**src/dcm_edge_cnt.sv**
```systemverilog
/*
 * Package of shared constants for the dual clock comparator, and the
 * edge-counting down-counter that sits once on each comparator side.
 * Assumes the source clock is asynchronous to i_sys_clk and at most
 * about a third of its rate, so each of its edges is seen.
 */
`timescale 1ns/1ps
package dcm_pkg;
	localparam int          DCM_CNT_W        = 20;
	localparam logic [15:0] DCM_WINDOW_W     = 16'h0004;
	localparam logic [3:0]  DCM_KEY_ENABLE   = 4'hA;
	localparam logic [3:0]  DCM_REF_FAST_CLK = 4'h5;
	localparam logic [3:0]  DCM_REF_TCK      = 4'hA;
	localparam logic [3:0]  DCM_TST_PLL      = 4'h0;
	localparam logic [3:0]  DCM_TST_RSVD     = 4'h1;
	localparam logic [3:0]  DCM_TST_LOW_PWR  = 4'h2;
	localparam logic [3:0]  DCM_TST_FAST_CLK = 4'h3;
	localparam logic [3:0]  DCM_TST_FLASH    = 4'h4;
	localparam logic [3:0]  DCM_TST_EXT_ONE  = 4'h5;
	localparam logic [3:0]  DCM_TST_EXT_TWO  = 4'h6;
	localparam logic [3:0]  DCM_TST_RING     = 4'h7;
	localparam int          DCM_SYNC_STAGES  = 2;
	localparam logic        DCM_RST_BIT      = 1'b0;

	typedef enum logic [1:0] {
		DCM_IDLE   = 2'b00,
		DCM_COUNT  = 2'b01,
		DCM_WINDOW = 2'b10,
		DCM_ERROR  = 2'b11
	} dcm_state_t;
endpackage : dcm_pkg

module dcm_edge_cnt #(
	parameter int CNT_W = dcm_pkg::DCM_CNT_W
) (
	input  wire logic             i_sys_clk,
	input  wire logic             i_rstn,
	input  wire logic             i_clk_src,
	input  wire logic             i_load,
	input  wire logic [CNT_W-1:0] i_seed,
	input  wire logic             i_run,
	output logic      [CNT_W-1:0] o_count,
	output logic                  o_zero
);
	import dcm_pkg::*;

	logic             sync1_r, sync2_r, prev_r;
	logic [CNT_W-1:0] cnt_r, cnt_nxt;
	logic             zero_r, zero_nxt;
	logic             edge_seen;

	// Rising edge of the source, seen only past the second stage
	assign edge_seen = sync2_r & ~prev_r;

	always_comb begin
		cnt_nxt  = cnt_r;
		zero_nxt = 1'b0;
		if (i_load) begin
			cnt_nxt = i_seed;
		end else if (i_run && edge_seen && cnt_r != '0) begin
			cnt_nxt  = cnt_r - 1'b1;
			zero_nxt = (cnt_r == {{(CNT_W-1){1'b0}}, 1'b1});
		end
	end

	always_ff @(posedge i_sys_clk or negedge i_rstn) begin
		if (!i_rstn) begin
			sync1_r <= DCM_RST_BIT;
			sync2_r <= DCM_RST_BIT;
			prev_r  <= DCM_RST_BIT;
			cnt_r   <= '0;
			zero_r  <= 1'b0;
		end else begin
			sync1_r <= i_clk_src;
			sync2_r <= sync1_r;
			prev_r  <= sync2_r;
			cnt_r   <= cnt_nxt;
			zero_r  <= zero_nxt;
		end
	end

	assign o_count = cnt_r;
	assign o_zero  = zero_r;
endmodule : dcm_edge_cnt

```
**src/dcm_comparator.sv**
```systemverilog
/*
 * Dual clock comparator: a reference side and a test side count source
 * edges down from programmed seeds; the test side must expire inside the
 * window that follows expiry of the reference side.
 * Assumes control inputs are on i_sys_clk; clock sources are asynchronous.
 */
//
// Contract
// - Two independent counters exist, counter 0 on the reference clock and counter 1 on the clock under test.
// - Each counter takes a software seed as its starting count before a run.
// - At run start both counters load their seeds together and count down on their own clock edges.
// - Counter 0 opens a window of fixed width once its seed of reference edges has elapsed.
// - Counter 1 emits a one-cycle pulse once its seed of test edges has elapsed.
// - Error is raised whenever counter 1 does not reach zero while the counter 0 window is open; here no error is raised if i_start drops first.
// - A detected mismatch drives an error output used as a processor interrupt request.
// - First comparator counter 0 source: 0x5 fast low-power oscillator, 0xA TCK, else main oscillator.
// - First comparator counter 1 with key 0xA picks PLL, reserved, low-power osc, fast clock, pump, ext1, ext2, ring, bus clock.
// - First comparator counter 1 with any key other than 0xA uses timer one channel 31 output.
// - Second comparator counter 0 source 0xA picks TCK, else main oscillator.
// - Second comparator counter 1 with key 0xA picks bus clock for 0x8-0xF, reserved below; other keys timer two channel 0.
`timescale 1ns/1ps
module dcm_comparator #(
	parameter int          COMP_ID  = 1,
	parameter int          CNT_W    = dcm_pkg::DCM_CNT_W,
	parameter logic [15:0] WINDOW_W = dcm_pkg::DCM_WINDOW_W
) (
	input  wire logic             i_sys_clk,
	input  wire logic             i_rstn,
	input  wire logic             i_main_oscillator_input,
	input  wire logic             i_lpo_fast_clock,
	input  wire logic             i_test_clock_tck,
	input  wire logic             i_main_pll_clock,
	input  wire logic             i_low_power_oscillator,
	input  wire logic             i_flash_pump_oscillator,
	input  wire logic             i_external_clock_input_one,
	input  wire logic             i_external_clock_input_two,
	input  wire logic             i_ring_oscillator,
	input  wire logic             i_peripheral_bus_clock,
	input  wire logic             i_timer_one_channel_31_output,
	input  wire logic             i_timer_two_channel_0_output,
	input  wire logic [3:0]       i_ref_src,
	input  wire logic [3:0]       i_test_key,
	input  wire logic [3:0]       i_test_src,
	input  wire logic [CNT_W-1:0] i_ref_seed,
	input  wire logic [CNT_W-1:0] i_test_seed,
	input  wire logic             i_start,
	input  wire logic             i_err_clr,
	output logic                  o_err,
	output logic                  o_irq,
	output logic                  o_window,
	output logic                  o_busy,
	output logic                  o_pass,
	output logic                  o_test_pulse
);
	import dcm_pkg::*;

	logic             rst_s1_r, rst_s2_r;
	logic             ref_sel, test_sel;
	logic             load0, load1;
	logic [CNT_W-1:0] seed0;
	logic             run;
	logic [CNT_W-1:0] c0_cnt, c1_cnt;
	logic             c0_zero, c1_zero;
	dcm_state_t       state_r, state_nxt;
	logic             err_r, irq_r, win_r, busy_r, pass_r;
	logic             pass_nxt;
	logic [11:0]      pin_raw, pin_sync;

	// Reset release through two stages
	always_ff @(posedge i_sys_clk or negedge i_rstn) begin
		if (!i_rstn) begin
			rst_s1_r <= 1'b0;
			rst_s2_r <= 1'b0;
		end else begin
			rst_s1_r <= 1'b1;
			rst_s2_r <= rst_s1_r;
		end
	end

	// Pin order, low to high: main osc, fast clock, TCK, PLL, low-power osc, pump,
	// ext one, ext two, ring, bus clock, timer one, timer two
	assign pin_raw = {i_timer_two_channel_0_output, i_timer_one_channel_31_output, i_peripheral_bus_clock,
		i_ring_oscillator, i_external_clock_input_two, i_external_clock_input_one, i_flash_pump_oscillator,
		i_low_power_oscillator, i_main_pll_clock, i_test_clock_tck, i_lpo_fast_clock, i_main_oscillator_input};

	// Two flops per pin ahead of the selectors
	generate
		for (genvar gi = 0; gi < 12; gi++) begin : g_pin_sync
			logic s1_r, s2_r;
			always_ff @(posedge i_sys_clk or negedge rst_s2_r) begin
				if (!rst_s2_r) begin
					s1_r <= 1'b0;
					s2_r <= 1'b0;
				end else begin
					s1_r <= pin_raw[gi];
					s2_r <= s1_r;
				end
			end
			assign pin_sync[gi] = s2_r;
		end
	endgenerate

	// Source selection per comparator instance
	generate
		if (COMP_ID == 1) begin : g_first
			always_comb begin
				case (i_ref_src)
					DCM_REF_FAST_CLK: ref_sel = pin_sync[1];
					DCM_REF_TCK:      ref_sel = pin_sync[2];
					default:          ref_sel = pin_sync[0];
				endcase
			end
			always_comb begin
				if (i_test_key != DCM_KEY_ENABLE) begin
					test_sel = pin_sync[10];
				end else begin
					case (i_test_src)
						DCM_TST_PLL:      test_sel = pin_sync[3];
						DCM_TST_RSVD:     test_sel = 1'b0;
						DCM_TST_LOW_PWR:  test_sel = pin_sync[4];
						DCM_TST_FAST_CLK: test_sel = pin_sync[1];
						DCM_TST_FLASH:    test_sel = pin_sync[5];
						DCM_TST_EXT_ONE:  test_sel = pin_sync[6];
						DCM_TST_EXT_TWO:  test_sel = pin_sync[7];
						DCM_TST_RING:     test_sel = pin_sync[8];
						default:          test_sel = pin_sync[9];
					endcase
				end
			end
		end else begin : g_second
			always_comb begin
				ref_sel = (i_ref_src == DCM_REF_TCK) ? pin_sync[2] : pin_sync[0];
			end
			always_comb begin
				if (i_test_key != DCM_KEY_ENABLE) begin
					test_sel = pin_sync[11];
				end else begin
					test_sel = i_test_src[3] & pin_sync[9];
				end
			end
		end
	endgenerate

	// Reference side and test side counters
	dcm_edge_cnt #(.CNT_W(CNT_W)) u_ref_cnt (
		.i_sys_clk (i_sys_clk),
		.i_rstn    (rst_s2_r),
		.i_clk_src (ref_sel),
		.i_load    (load0),
		.i_seed    (seed0),
		.i_run     (run),
		.o_count   (c0_cnt),
		.o_zero    (c0_zero)
	);

	dcm_edge_cnt #(.CNT_W(CNT_W)) u_test_cnt (
		.i_sys_clk (i_sys_clk),
		.i_rstn    (rst_s2_r),
		.i_clk_src (test_sel),
		.i_load    (load1),
		.i_seed    (i_test_seed),
		.i_run     (run),
		.o_count   (c1_cnt),
		.o_zero    (c1_zero)
	);

	always_comb begin
		state_nxt = state_r;
		load0     = 1'b0;
		load1     = 1'b0;
		seed0     = i_ref_seed;
		pass_nxt  = 1'b0;
		case (state_r)
			DCM_IDLE: begin
				if (i_start) begin
					load0     = 1'b1;
					load1     = 1'b1;
					state_nxt = DCM_COUNT;
				end
			end
			DCM_COUNT: begin
				if (!i_start) begin
					state_nxt = DCM_IDLE;
				end else if (c1_zero) begin
					state_nxt = DCM_ERROR;
				end else if (c0_zero) begin
					load0     = 1'b1;
					seed0     = CNT_W'(WINDOW_W);
					state_nxt = DCM_WINDOW;
				end
			end
			DCM_WINDOW: begin
				if (!i_start) begin
					state_nxt = DCM_IDLE;
				end else if (c1_zero) begin
					load0     = 1'b1;
					load1     = 1'b1;
					pass_nxt  = 1'b1;
					state_nxt = DCM_COUNT;
				end else if (c0_zero) begin
					state_nxt = DCM_ERROR;
				end
			end
			DCM_ERROR: begin
				if (i_err_clr) begin
					state_nxt = DCM_IDLE;
				end
			end
			default: state_nxt = DCM_IDLE;
		endcase
	end

	// Counters freeze already in the deciding cycle
	assign run = (state_nxt == DCM_COUNT) || (state_nxt == DCM_WINDOW);

	always_ff @(posedge i_sys_clk or negedge rst_s2_r) begin
		if (!rst_s2_r) begin
			state_r <= DCM_IDLE;
			err_r   <= 1'b0;
			irq_r   <= 1'b0;
			win_r   <= 1'b0;
			busy_r  <= 1'b0;
			pass_r  <= 1'b0;
		end else begin
			state_r <= state_nxt;
			err_r   <= (state_nxt == DCM_ERROR);
			irq_r   <= (state_nxt == DCM_ERROR);
			win_r   <= (state_nxt == DCM_WINDOW);
			busy_r  <= (state_nxt == DCM_COUNT) || (state_nxt == DCM_WINDOW);
			pass_r  <= pass_nxt;
		end
	end

	assign o_err        = err_r;
	assign o_irq        = irq_r;
	assign o_window     = win_r;
	assign o_busy       = busy_r;
	assign o_pass       = pass_r;
	assign o_test_pulse = c1_zero;
endmodule : dcm_comparator

```
**config.mk**
```make
export PLATFORM = sky130hd
export DESIGN_NAME = dcm_comparator
export DESIGN_NICKNAME = d
export VERILOG_FILES = /design/src/dcm_edge_cnt.sv /design/src/dcm_comparator.sv
export SDC_FILE = /design/constraint.sdc
export NUM_CORES = 1
export LEC_CHECK = 0
export CORE_UTILIZATION = 45
export DETAILED_ROUTE_END_ITERATION = 10
export DONT_BUFFER_PORTS = 1
export GPL_ROUTABILITY_DRIVEN = 0
export PLACE_DENSITY = 0.71
export SLEW_MARGIN = 0
export SYNTH_ARGS = -nofsm -noshare
export SYNTH_HDL_FRONTEND = slang
export SYNTH_SLANG_ARGS = --single-unit
```
**constraint.sdc**
```tcl
create_clock -name i_sys_clk -period 3.15 [get_ports i_sys_clk]
set_input_delay 0.7875 -clock i_sys_clk [delete_from_list [all_inputs] [get_ports i_sys_clk]]
set_output_delay 0.7875 -clock i_sys_clk [all_outputs]
set_load 0.1 [all_outputs]
```
==> results of run 1 <==
## state kept, by name, indices dropped and copies added (netlist names)
signal              count
u_ref_cnt.sync1_r       1
u_test_cnt.o_zero       1
u_test_cnt.prev_r       1
u_ref_cnt.o_zero        1
u_test_cnt.o_count     20
o_irq                   1
rst_s1_r                1
u_ref_cnt.prev_r        1
o_window                1
g_pin_sync.s2_r        11
u_test_cnt.sync2_r      1
state_r                 2
o_busy                  1
o_pass                  1
u_ref_cnt.o_count      20
u_ref_cnt.sync2_r       1
u_test_cnt.sync1_r      1
rst_s2_r                1
g_pin_sync.s1_r        11
## area by class of cell
cell class              count  share of cell area
clock inverters             4              0.0111
flip-flops and latches     78               0.456
well taps                 105              0.0306
inverters                  12              0.0105
clock buffers              11              0.0329
multi-input cells         283               0.438
repair buffers             12              0.0210
## synthesized netlist by cell type (4+ instances only)
library cell	count	area, sq um
and3_1	7	43.8
nor3_1	11	55.1
a21oi_1	8	40.0
or3_1	12	75.1
clkbuf_1	9	33.8
o22a_1	11	96.3
nor4_1	8	50.1
dfrtp_1	78	1950
o21ai_1	18	90.1
nand2_1	35	131
a22oi_1	7	52.6
or4_1	4	30.0
o211ai_1	5	37.5
inv_1	12	45.0
nand4_1	8	50.1
nor3b_1	4	30.0
xnor2_1	10	87.6
o31ai_1	5	37.5
nor2_1	29	109
nor2b_1	4	25.0
nand3_1	12	60.1
o21ai_0	4	20.0
ha_1	8	100
a31oi_1	11	68.8
xor2_1	5	43.8
## metal layers
metal | vias up | share of wire
li1 | 1467 | -
met4 | 0 | 0.024
met2 | 116 | 0.44
met1 | 1466 | 0.44
met3 | 12 | 0.094
met5 | - | 0
## final timing paths
path | start | end
setup / recovery | state_r[0]$_DFF_PN0_ | u_test_cnt.o_count[13]$_DFFE_PN0P_
hold / removal | i_rstn | rst_s2_r$_DFF_PN0_
setup reg to reg | state_r[0]$_DFF_PN0_ | u_test_cnt.o_count[13]$_DFFE_PN0P_
hold reg to reg | u_test_cnt.sync1_r$_DFF_PN0_ | u_test_cnt.sync2_r$_DFF_PN0_
max in group asynchronous | rst_s2_r$_DFF_PN0_ | o_irq$_DFF_PN0_
min in group i_sys_clk | u_test_cnt.sync1_r$_DFF_PN0_ | u_test_cnt.sync2_r$_DFF_PN0_
## report_power, final
group / internal, W / total (W) / leakage [nW] / switching (W)
registers: 0.00114 / 0.00134 / 0.942 / 0.000191
logic: 0.000233 / 0.000529 / 0.754 / 0.000296
clock network: 0.000381 / 0.000723 / 0.0952 / 0.000342
total: 0.00176 / 0.00259 / 1.79 / 0.000829
## cells by family (layout without fill, tap and decap cells)
kind of cell,count (synthesis),in the layout,synth area share
AO/OA/AOI/OAI,100,100,0.182
XOR/XNOR,15,15,0.0333
adder cells (fa/ha/maj),8,8,0.0254
buffers and inverters,27,39,0.0289
flip-flops,78,78,0.495
multiplexers,2,2,0.00857
other,1,1,0.000951
AND/OR/NAND/NOR,157,157,0.225
## through the flow
step | cell area (sq um) | util | TNS [ns] | std cells | setup WS [ns]
5_1_grt | 4300 | 0.515 | 0 | 505 | 0.0342
6_report | 4300 | 0.515 | 0 | 505 | 0.251
4_1_cts | 4300 | 0.515 | 0 | 505 | 0.230
3_3_place_gp | 4110 | 0.492 | 0 | 490 | 0.0724
2_1_floorplan | 3940 | - | 0 | 388 | 0.105
3_5_place_dp | 4110 | 0.492 | -0.00195 | 490 | -0.00195
==> results_dict.tcl, run 1 <==
set metrics [dict create \
    viasPerCell 6.06 \
    synth_edf_count 0 \
    final_common_cell "dfrtp_1" \
    antenna_found_initial 0 \
    holdWs_ns 0.140 \
    syn_to_final_growth_pct 9.02 \
    fp.dieH_um 95.6 \
    synth_nets 464 \
    max_stage_delay_ns 0.49 \
    start_kind "flip-flop" \
    nFillCells 759 \
    start_util 0.473 \
    vdd_ir_drop_max_v 0.000336 \
    met3_usage 0.0534 \
    grtUsageTotal 0.200 \
    wl_per_cell_um 16.5 \
    synth_area_sq_mm 0.00394 \
    multiInputGateArea_sq_mm 0.00188 \
    rsz0062_at_grt "no" \
    nets 472 \
    drive_above_1_share 0.105 \
    critical_path_class "flip-flop to flip-flop" \
    core_sq_mm 0.00834 \
    slew_headroom 0.360 \
    die_w_um 95.6 \
    cts_root_buf "clkbuf_8" \
    yosysWarnings 0 \
    worst_ep_arrival_time_ns 3.16 \
    finalCriticalPeriod_ns 2.90 \
    grt_pass1_wl_um 13900 \
    max-cap-violations 0 \
    crit_fanout 7 \
    synth-async-reset-ratio 1.00 \
    status "finished, final reports clean" \
    fin_total_pwr_w 0.00259 \
    cp.depth 9 \
    regToRegSetupSlack_ns 0.25 \
    timing.fmax_mhz 345 \
    cts_tree "yes" \
    drt-initial-drc-count 274 \
    final_cell_mix "75 x dfrtp_1, 35 x nand2_1, 28 x nor2_1, 18 x o21ai_1" \
    ys_seq_area_frac 0.495 \
    r2r_cells 9 \
    hpwl_um 6050 \
    post_cts_buffers 0 \
    grt_pass1_vias 2978 \
    cts_hold_buf 0 \
    pwr_density_cell_mw_per_mm2 602 \
    cp_cell_sequence "nand2b_1 > a21oi_1 > a41oi_1 > a21boi_0 > ha_1 > or3b_1 > or4_1 > or3_1 > a31oi_1" \
    clkTransAtPathRegs_ns 0.08 \
    critPathRequiredTime_ns 3.41 \
    drcViolationCount 0 \
    vias 3061 \
    min_period_over_period 0.920 \
    finalHoldViolations 0 \
    clk_latency_ns 0.34 \
    cts_made_buffers 9 \
    gr-usage-met1 0.280 \
    regArea_sq_mm 0.00196 \
    endpoint_kind "flip-flop" \
    hp-class "primary input to asynchronous set/reset pin" \
    port_buffers 0 \
    grtUsageMet2 0.289 \
    tightest_slew_ns 0.960 \
    synth_cells 388 \
    ys_types 68 \
    clock_sinks 78 \
    worst_path_max_delay_cell "or4_1" \
    cts_buffer_depth 2 \
    routed_wl_um 8330 \
    finalClockSkew_ns 0.00961 \
    crit_family "simple AND/OR/NAND/NOR gates" \
    first_pass_iters 4 \
    grt-busiest-layer "met2" \
    grt_max_degree 77 \
    antenna_cells 0 \
    synth-main-ff-cell "dfrtp_1" \
    ant_nets 0 \
    syn_area_per_cell_sq_um 10.2 \
    htreeDepth 3 \
    num_io_pins 74 \
    gr-total-overflow 0 \
    num_rows 33 \
    maxSlewViolCount 0 \
    setup_violations 0 \
    die_area_sq_mm 0.00914 \
    p_leak_nw 1.79 \
    worst-path-buf-inv 0 \
    ctsResizeCount 0 \
    yosys_register_bits 78 \
]
No activity file was read; power rests on OpenSTA's default activity.
==> run 2, diff against run 1 <==
RECOVER_POWER = 25   (was default)
==> run 2 against run 1 <==
The run now ends with capacitance limit, slew limit left. Design area about the same. Utilization barely moved. Hold slack about the same. Via count rose by 0.88%. Clock-buffer cell count unchanged. Total power grew 0.14%. Register-to-register slack hardly changed. Combinational power is essentially flat. Sequential power is essentially flat. Critical path type unchanged. Critical endpoint unchanged. Largest cell class unchanged. Largest power group unchanged.
==> results_dict.tcl, run 2 (synthesized netlist as in run 1, its figures left out) <==
set metrics [dict create \
    status "finished, violations left" \
    failed_checks "capacitance limit, slew limit" \
    worst-path-buf-inv 0 \
    grt_pass1_vias 2978 \
    ctsResizeCount 0 \
    setup_violations 0 \
    setup_slack_ns 0.243 \
    pwr_density_cell_mw_per_mm2 603 \
    cts_root_buf "clkbuf_8" \
    ant_nets 0 \
    drt-initial-drc-count 276 \
    maxSlewViolCount 77 \
    grt_max_degree 77 \
    regToRegSetupSlack_ns 0.24 \
    p_sw_w 0.000833 \
    swShare 0.322 \
    crit_family "simple AND/OR/NAND/NOR gates" \
    core_sq_mm 0.00834 \
    p_comb_frac 0.204 \
    first_pass_iters 5 \
    p_leak_nw 1.79 \
    endpoint_kind "flip-flop" \
    post_cts_buffers 0 \
    p_clk_frac 0.280 \
    nFillCells 758 \
    clkTransAtPathRegs_ns 0.08 \
    max-cap-violations 1 \
    worst_path_max_delay_cell "or4_1" \
    fp.dieH_um 95.6 \
    grt-busiest-layer "met2" \
    grtUsageTotal 0.200 \
    min_period_over_period 0.923 \
    tightest_slew_ns 1.63 \
    syn_to_final_growth_pct 8.95 \
    grt_pass1_wl_um 13900 \
    rsz0062_at_grt "no" \
    multiInputGateArea_sq_mm 0.00188 \
    antenna_found_initial 0 \
    gr-total-overflow 0 \
    drcViolationCount 0 \
    final_common_cell "dfrtp_1" \
    cts_buffer_depth 2 \
    finalClockSkew_ns 0.0111 \
    cts_hold_buf 0 \
    power.share.sequential 0.516 \
    hpwl_um 6050 \
    start_util 0.473 \
    htreeDepth 3 \
    cts_tree "yes" \
    gr-usage-met1 0.280 \
    critical_path_class "flip-flop to flip-flop" \
    port_buffers 0 \
    holdWs_ns 0.140 \
    p_int_w 0.00176 \
    drive_above_1_share 0.105 \
    crit_fanout 7 \
    clock_sinks 78 \
    slew_headroom -0.0861 \
    met3_usage 0.0534 \
    antenna_cells 0 \
    num_rows 33 \
    hp-class "primary input to asynchronous set/reset pin" \
    tns_ns 0 \
    vdd_ir_drop_max_v 0.000336 \
    vias 3088 \
    finalHoldViolations 0 \
    die_w_um 95.6 \
    pre_cts_ws_ns -0.00195 \
    routed_wl_um 8370 \
    worst_ep_arrival_time_ns 3.16 \
    cp_cell_sequence "nand2b_1 > a21oi_1 > a41oi_1 > a21boi_0 > ha_1 > or3b_1 > or4_1 > or3_1 > a31oi_1" \
    grtUsageMet2 0.289 \
    final_cell_mix "75 x dfrtp_1, 35 x nand2_1, 28 x nor2_1, 18 x o21ai_1" \
    regArea_sq_mm 0.00196 \
    viasPerCell 6.11 \
    die_area_sq_mm 0.00914 \
    critPathRequiredTime_ns 3.41 \
    max_stage_delay_ns 0.49 \
    wl_per_cell_um 16.6 \
    clk_latency_ns 0.34 \
    cts_made_buffers 9 \
    timing.fmax_mhz 344 \
    finalCriticalPeriod_ns 2.91 \
    nets 472 \
    start_kind "flip-flop" \
    num_io_pins 74 \
]
-- run 2: cell counts in the layout (fill, tap and decap cells not counted) --
No cell type changed its count.
-- run 2: worst register-to-register path: cells and delay by family (launching register included) --
kind / cells / cell delay (ns)
simple gates: 4 / 1.38
compound gates: 4 / 0.65
flops: 1 / 0.47
fa+ha+maj: 1 / 0.34
-- run 2: area by class of cell --
cell class | instances | share of cell area
flip-flops and latches | 78 | 0.455
multi-input cells | 283 | 0.439
clock buffers | 11 | 0.0329
well taps | 105 | 0.0306
repair buffers | 12 | 0.0210
clock inverters | 4 | 0.0111
inverters | 12 | 0.0105
-- run 2: power groups by stage --
stage	registers (W)	logic [W]	clock network [W]
detailed placement	0.00135	0.000525	0
global placement	0.00135	0.000505	0
CTS	0.00133	0.000528	0.000750
global route	0.00136	0.000591	0.000793
floorplan	0.00131	0.000416	0
finish	0.00134	0.000530	0.000725
-- run 2: per-layer routing --
metal  wire length [um]  vias to the layer above  share of wire
li1                   -                     1464              -
met5                  0                        -              0
met1               3680                     1497           0.44
met2               3770                      115           0.45
met3                725                       12          0.087
met4                195                        0          0.023
-- run 2: path summary, 6_finish.rpt --
kind                                               from                                  to  cells past startpoint
max                                state_r[0]$_DFF_PN0_  u_test_cnt.o_count[13]$_DFFE_PN0P_                      9
min reg2reg                g_pin_sync[5].s1_r$_DFF_PN0_        g_pin_sync[5].s2_r$_DFF_PN0_                      0
max in group asynchronous            rst_s2_r$_DFF_PN0_                     o_irq$_DFF_PN0_                      0
max reg2reg                        state_r[0]$_DFF_PN0_  u_test_cnt.o_count[13]$_DFFE_PN0P_                      9
min                                              i_rstn                  rst_s2_r$_DFF_PN0_                      0
min in group i_sys_clk     g_pin_sync[5].s1_r$_DFF_PN0_        g_pin_sync[5].s2_r$_DFF_PN0_                      0
-- run 2: per-stage QoR --
| stage | std cells | power (W) | utilization | cell area [sq um] |
|---|---|---|---|---|
| CTS | 505 | 0.00261 | 0.515 | 4300 |
| global route | 505 | 0.00275 | 0.515 | 4290 |
| finish | 505 | 0.00259 | 0.515 | 4290 |
| floorplan | 388 | 0.00172 | - | 3940 |
| detailed placement | 490 | 0.00188 | 0.492 | 4110 |
| global placement | 490 | 0.00185 | 0.492 | 4110 |
==> run 3, diff against run 2 <==
CTS_BUF_LIST = sky130_fd_sc_hd__clkbuf_4 sky130_fd_sc_hd__clkbuf_8   (was default)
MAX_ROUTING_LAYER = met4   (was default)
==> run 3 against run 2 <==
The flow still finishes with violations (capacitance limit, slew limit). Sequential share of layout area about the same. Cell count unchanged. Non-clock buffer count unchanged. Register-to-register slack about the same. Highest routed layer unchanged. Critical path type unchanged.
==> results_dict.tcl, run 3 (synthesized netlist as in run 1, its figures left out) <==
set metrics [dict create \
    ctsResizeCount 0 \
    crit_family "simple AND/OR/NAND/NOR gates" \
    grt_pass1_wl_um 13900 \
    viasPerCell 6.18 \
    p_leak_nw 1.79 \
    crit_fanout 7 \
    critical_path_class "flip-flop to flip-flop" \
    hp-class "primary input to asynchronous set/reset pin" \
    first_pass_iters 5 \
    port_buffers 0 \
    status "finished, violations left" \
    failed_checks "capacitance limit, slew limit" \
    antenna_cells 0 \
    wl_per_cell_um 16.6 \
    finalHoldViolations 0 \
    final_cell_mix "75 x dfrtp_1, 35 x nand2_1, 28 x nor2_1, 18 x o21ai_1" \
    syn_to_final_growth_pct 9.05 \
    drt-initial-drc-count 273 \
    tightest_slew_ns 1.63 \
    max-cap-violations 1 \
    pwr_density_cell_mw_per_mm2 605 \
    num_io_pins 74 \
    antenna_found_initial 0 \
    worst_ep_arrival_time_ns 3.16 \
    maxSlewViolCount 77 \
    max_stage_delay_ns 0.49 \
    worst-path-buf-inv 0 \
    final_common_cell "dfrtp_1" \
    cts_buffer_depth 2 \
    timing.fmax_mhz 344 \
    die_w_um 95.6 \
    rsz0062_at_grt "no" \
    core_sq_mm 0.00834 \
    cts_root_buf "clkbuf_8" \
    start_util 0.473 \
    cts_tree "yes" \
    htreeDepth 3 \
    finalCriticalPeriod_ns 2.90 \
    post_cts_buffers 0 \
    final_cell_area_sq_mm 0.00430 \
    gr-total-overflow 0 \
    fin_total_pwr_w 0.00260 \
    cts_made_buffers 9 \
    finalClockSkew_ns 0.0137 \
    clkTransAtPathRegs_ns 0.08 \
    dpl_cell_area_sq_mm 0.00411 \
    ant_nets 0 \
    min_period_over_period 0.922 \
    die_area_sq_mm 0.00914 \
    cp_cell_sequence "nand2b_1 > a21oi_1 > a41oi_1 > a21boi_0 > ha_1 > or3b_1 > or4_1 > or3_1 > a31oi_1" \
    hpwl_um 6050 \
    worst_path_max_delay_cell "or4_1" \
    endpoint_kind "flip-flop" \
    slew_headroom -0.0851 \
    setup_slack_ns 0.247 \
    nFillCells 757 \
    drcViolationCount 0 \
    pre_cts_ws_ns -0.00195 \
    grtUsageTotal 0.206 \
    cts_hold_buf 0 \
    vdd_ir_drop_max_v 0.000336 \
    setup_violations 0 \
    clock_sinks 78 \
    clk_latency_ns 0.35 \
    vias 3123 \
    routed_wl_um 8380 \
    fp.dieH_um 95.6 \
    grt_max_degree 77 \
    grt_pass1_vias 2976 \
    drive_above_1_share 0.108 \
    critPathRequiredTime_ns 3.41 \
    num_rows 33 \
    nets 472 \
    start_kind "flip-flop" \
]
[run 3: changes by cell type in the layout (fill, tap and decap cells not counted)]
cell,before,now
clkbuf_4,0,1
clkbuf_1,1,0
[run 3: worst paths after layout]
kind,startpoint,end,slack (ns),depth (start not counted)
min in group i_sys_clk,g_pin_sync[5].s1_r$_DFF_PN0_,g_pin_sync[5].s2_r$_DFF_PN0_,0.35,0
setup / recovery,state_r[0]$_DFF_PN0_,u_test_cnt.o_count[13]$_DFFE_PN0P_,0.25,9
setup reg to reg,state_r[0]$_DFF_PN0_,u_test_cnt.o_count[13]$_DFFE_PN0P_,0.25,9
hold reg to reg,g_pin_sync[5].s1_r$_DFF_PN0_,g_pin_sync[5].s2_r$_DFF_PN0_,0.35,0
max in group asynchronous,rst_s2_r$_DFF_PN0_,o_irq$_DFF_PN0_,1.36,0
hold / removal,i_rstn,rst_s2_r$_DFF_PN0_,0.14,0
[run 3: area by class of cell]
class	instances	area [sq um]	area share
clock buffers	11	145	0.0338
clock inverters	4	47.5	0.0111
inverters	12	45.0	0.0105
multi-input cells	283	1880	0.438
flip-flops and latches	78	1960	0.455
well taps	105	131	0.0306
repair buffers	12	90.1	0.0210
[run 3: metrics by stage]
| stage | cells | TNS (ns) | utilization | hold slack [ns] |
|---|---|---|---|---|
| finish | 505 | 0 | 0.515 | 0.138 |
| global route | 505 | 0 | 0.515 | 0.118 |
| CTS | 505 | 0 | 0.516 | 0.122 |
| detailed placement | 490 | -0.00195 | 0.492 | 0.335 |
| global placement | 490 | 0 | 0.492 | 0.331 |
| floorplan | 388 | 0 | - | 0.331 |
[run 3: power by group]
group	leakage, nW	internal, W	total, W	switching (W)
clock network	0.0986	0.000390	0.000736	0.000346
logic	0.754	0.000233	0.000530	0.000298
registers	0.941	0.00114	0.00134	0.000191
total	1.79	0.00177	0.00260	0.000835
[run 3: routing by layer]
metal	GRT usage	up-vias	part of all wire	routed length, um
li1	-	1465	-	-
met1	0.283	1530	0.45	3770
met2	0.289	112	0.45	3770
met3	0.0502	16	0.076	634
met4	0.0920	0	0.024	203
met5	-	-	0	0
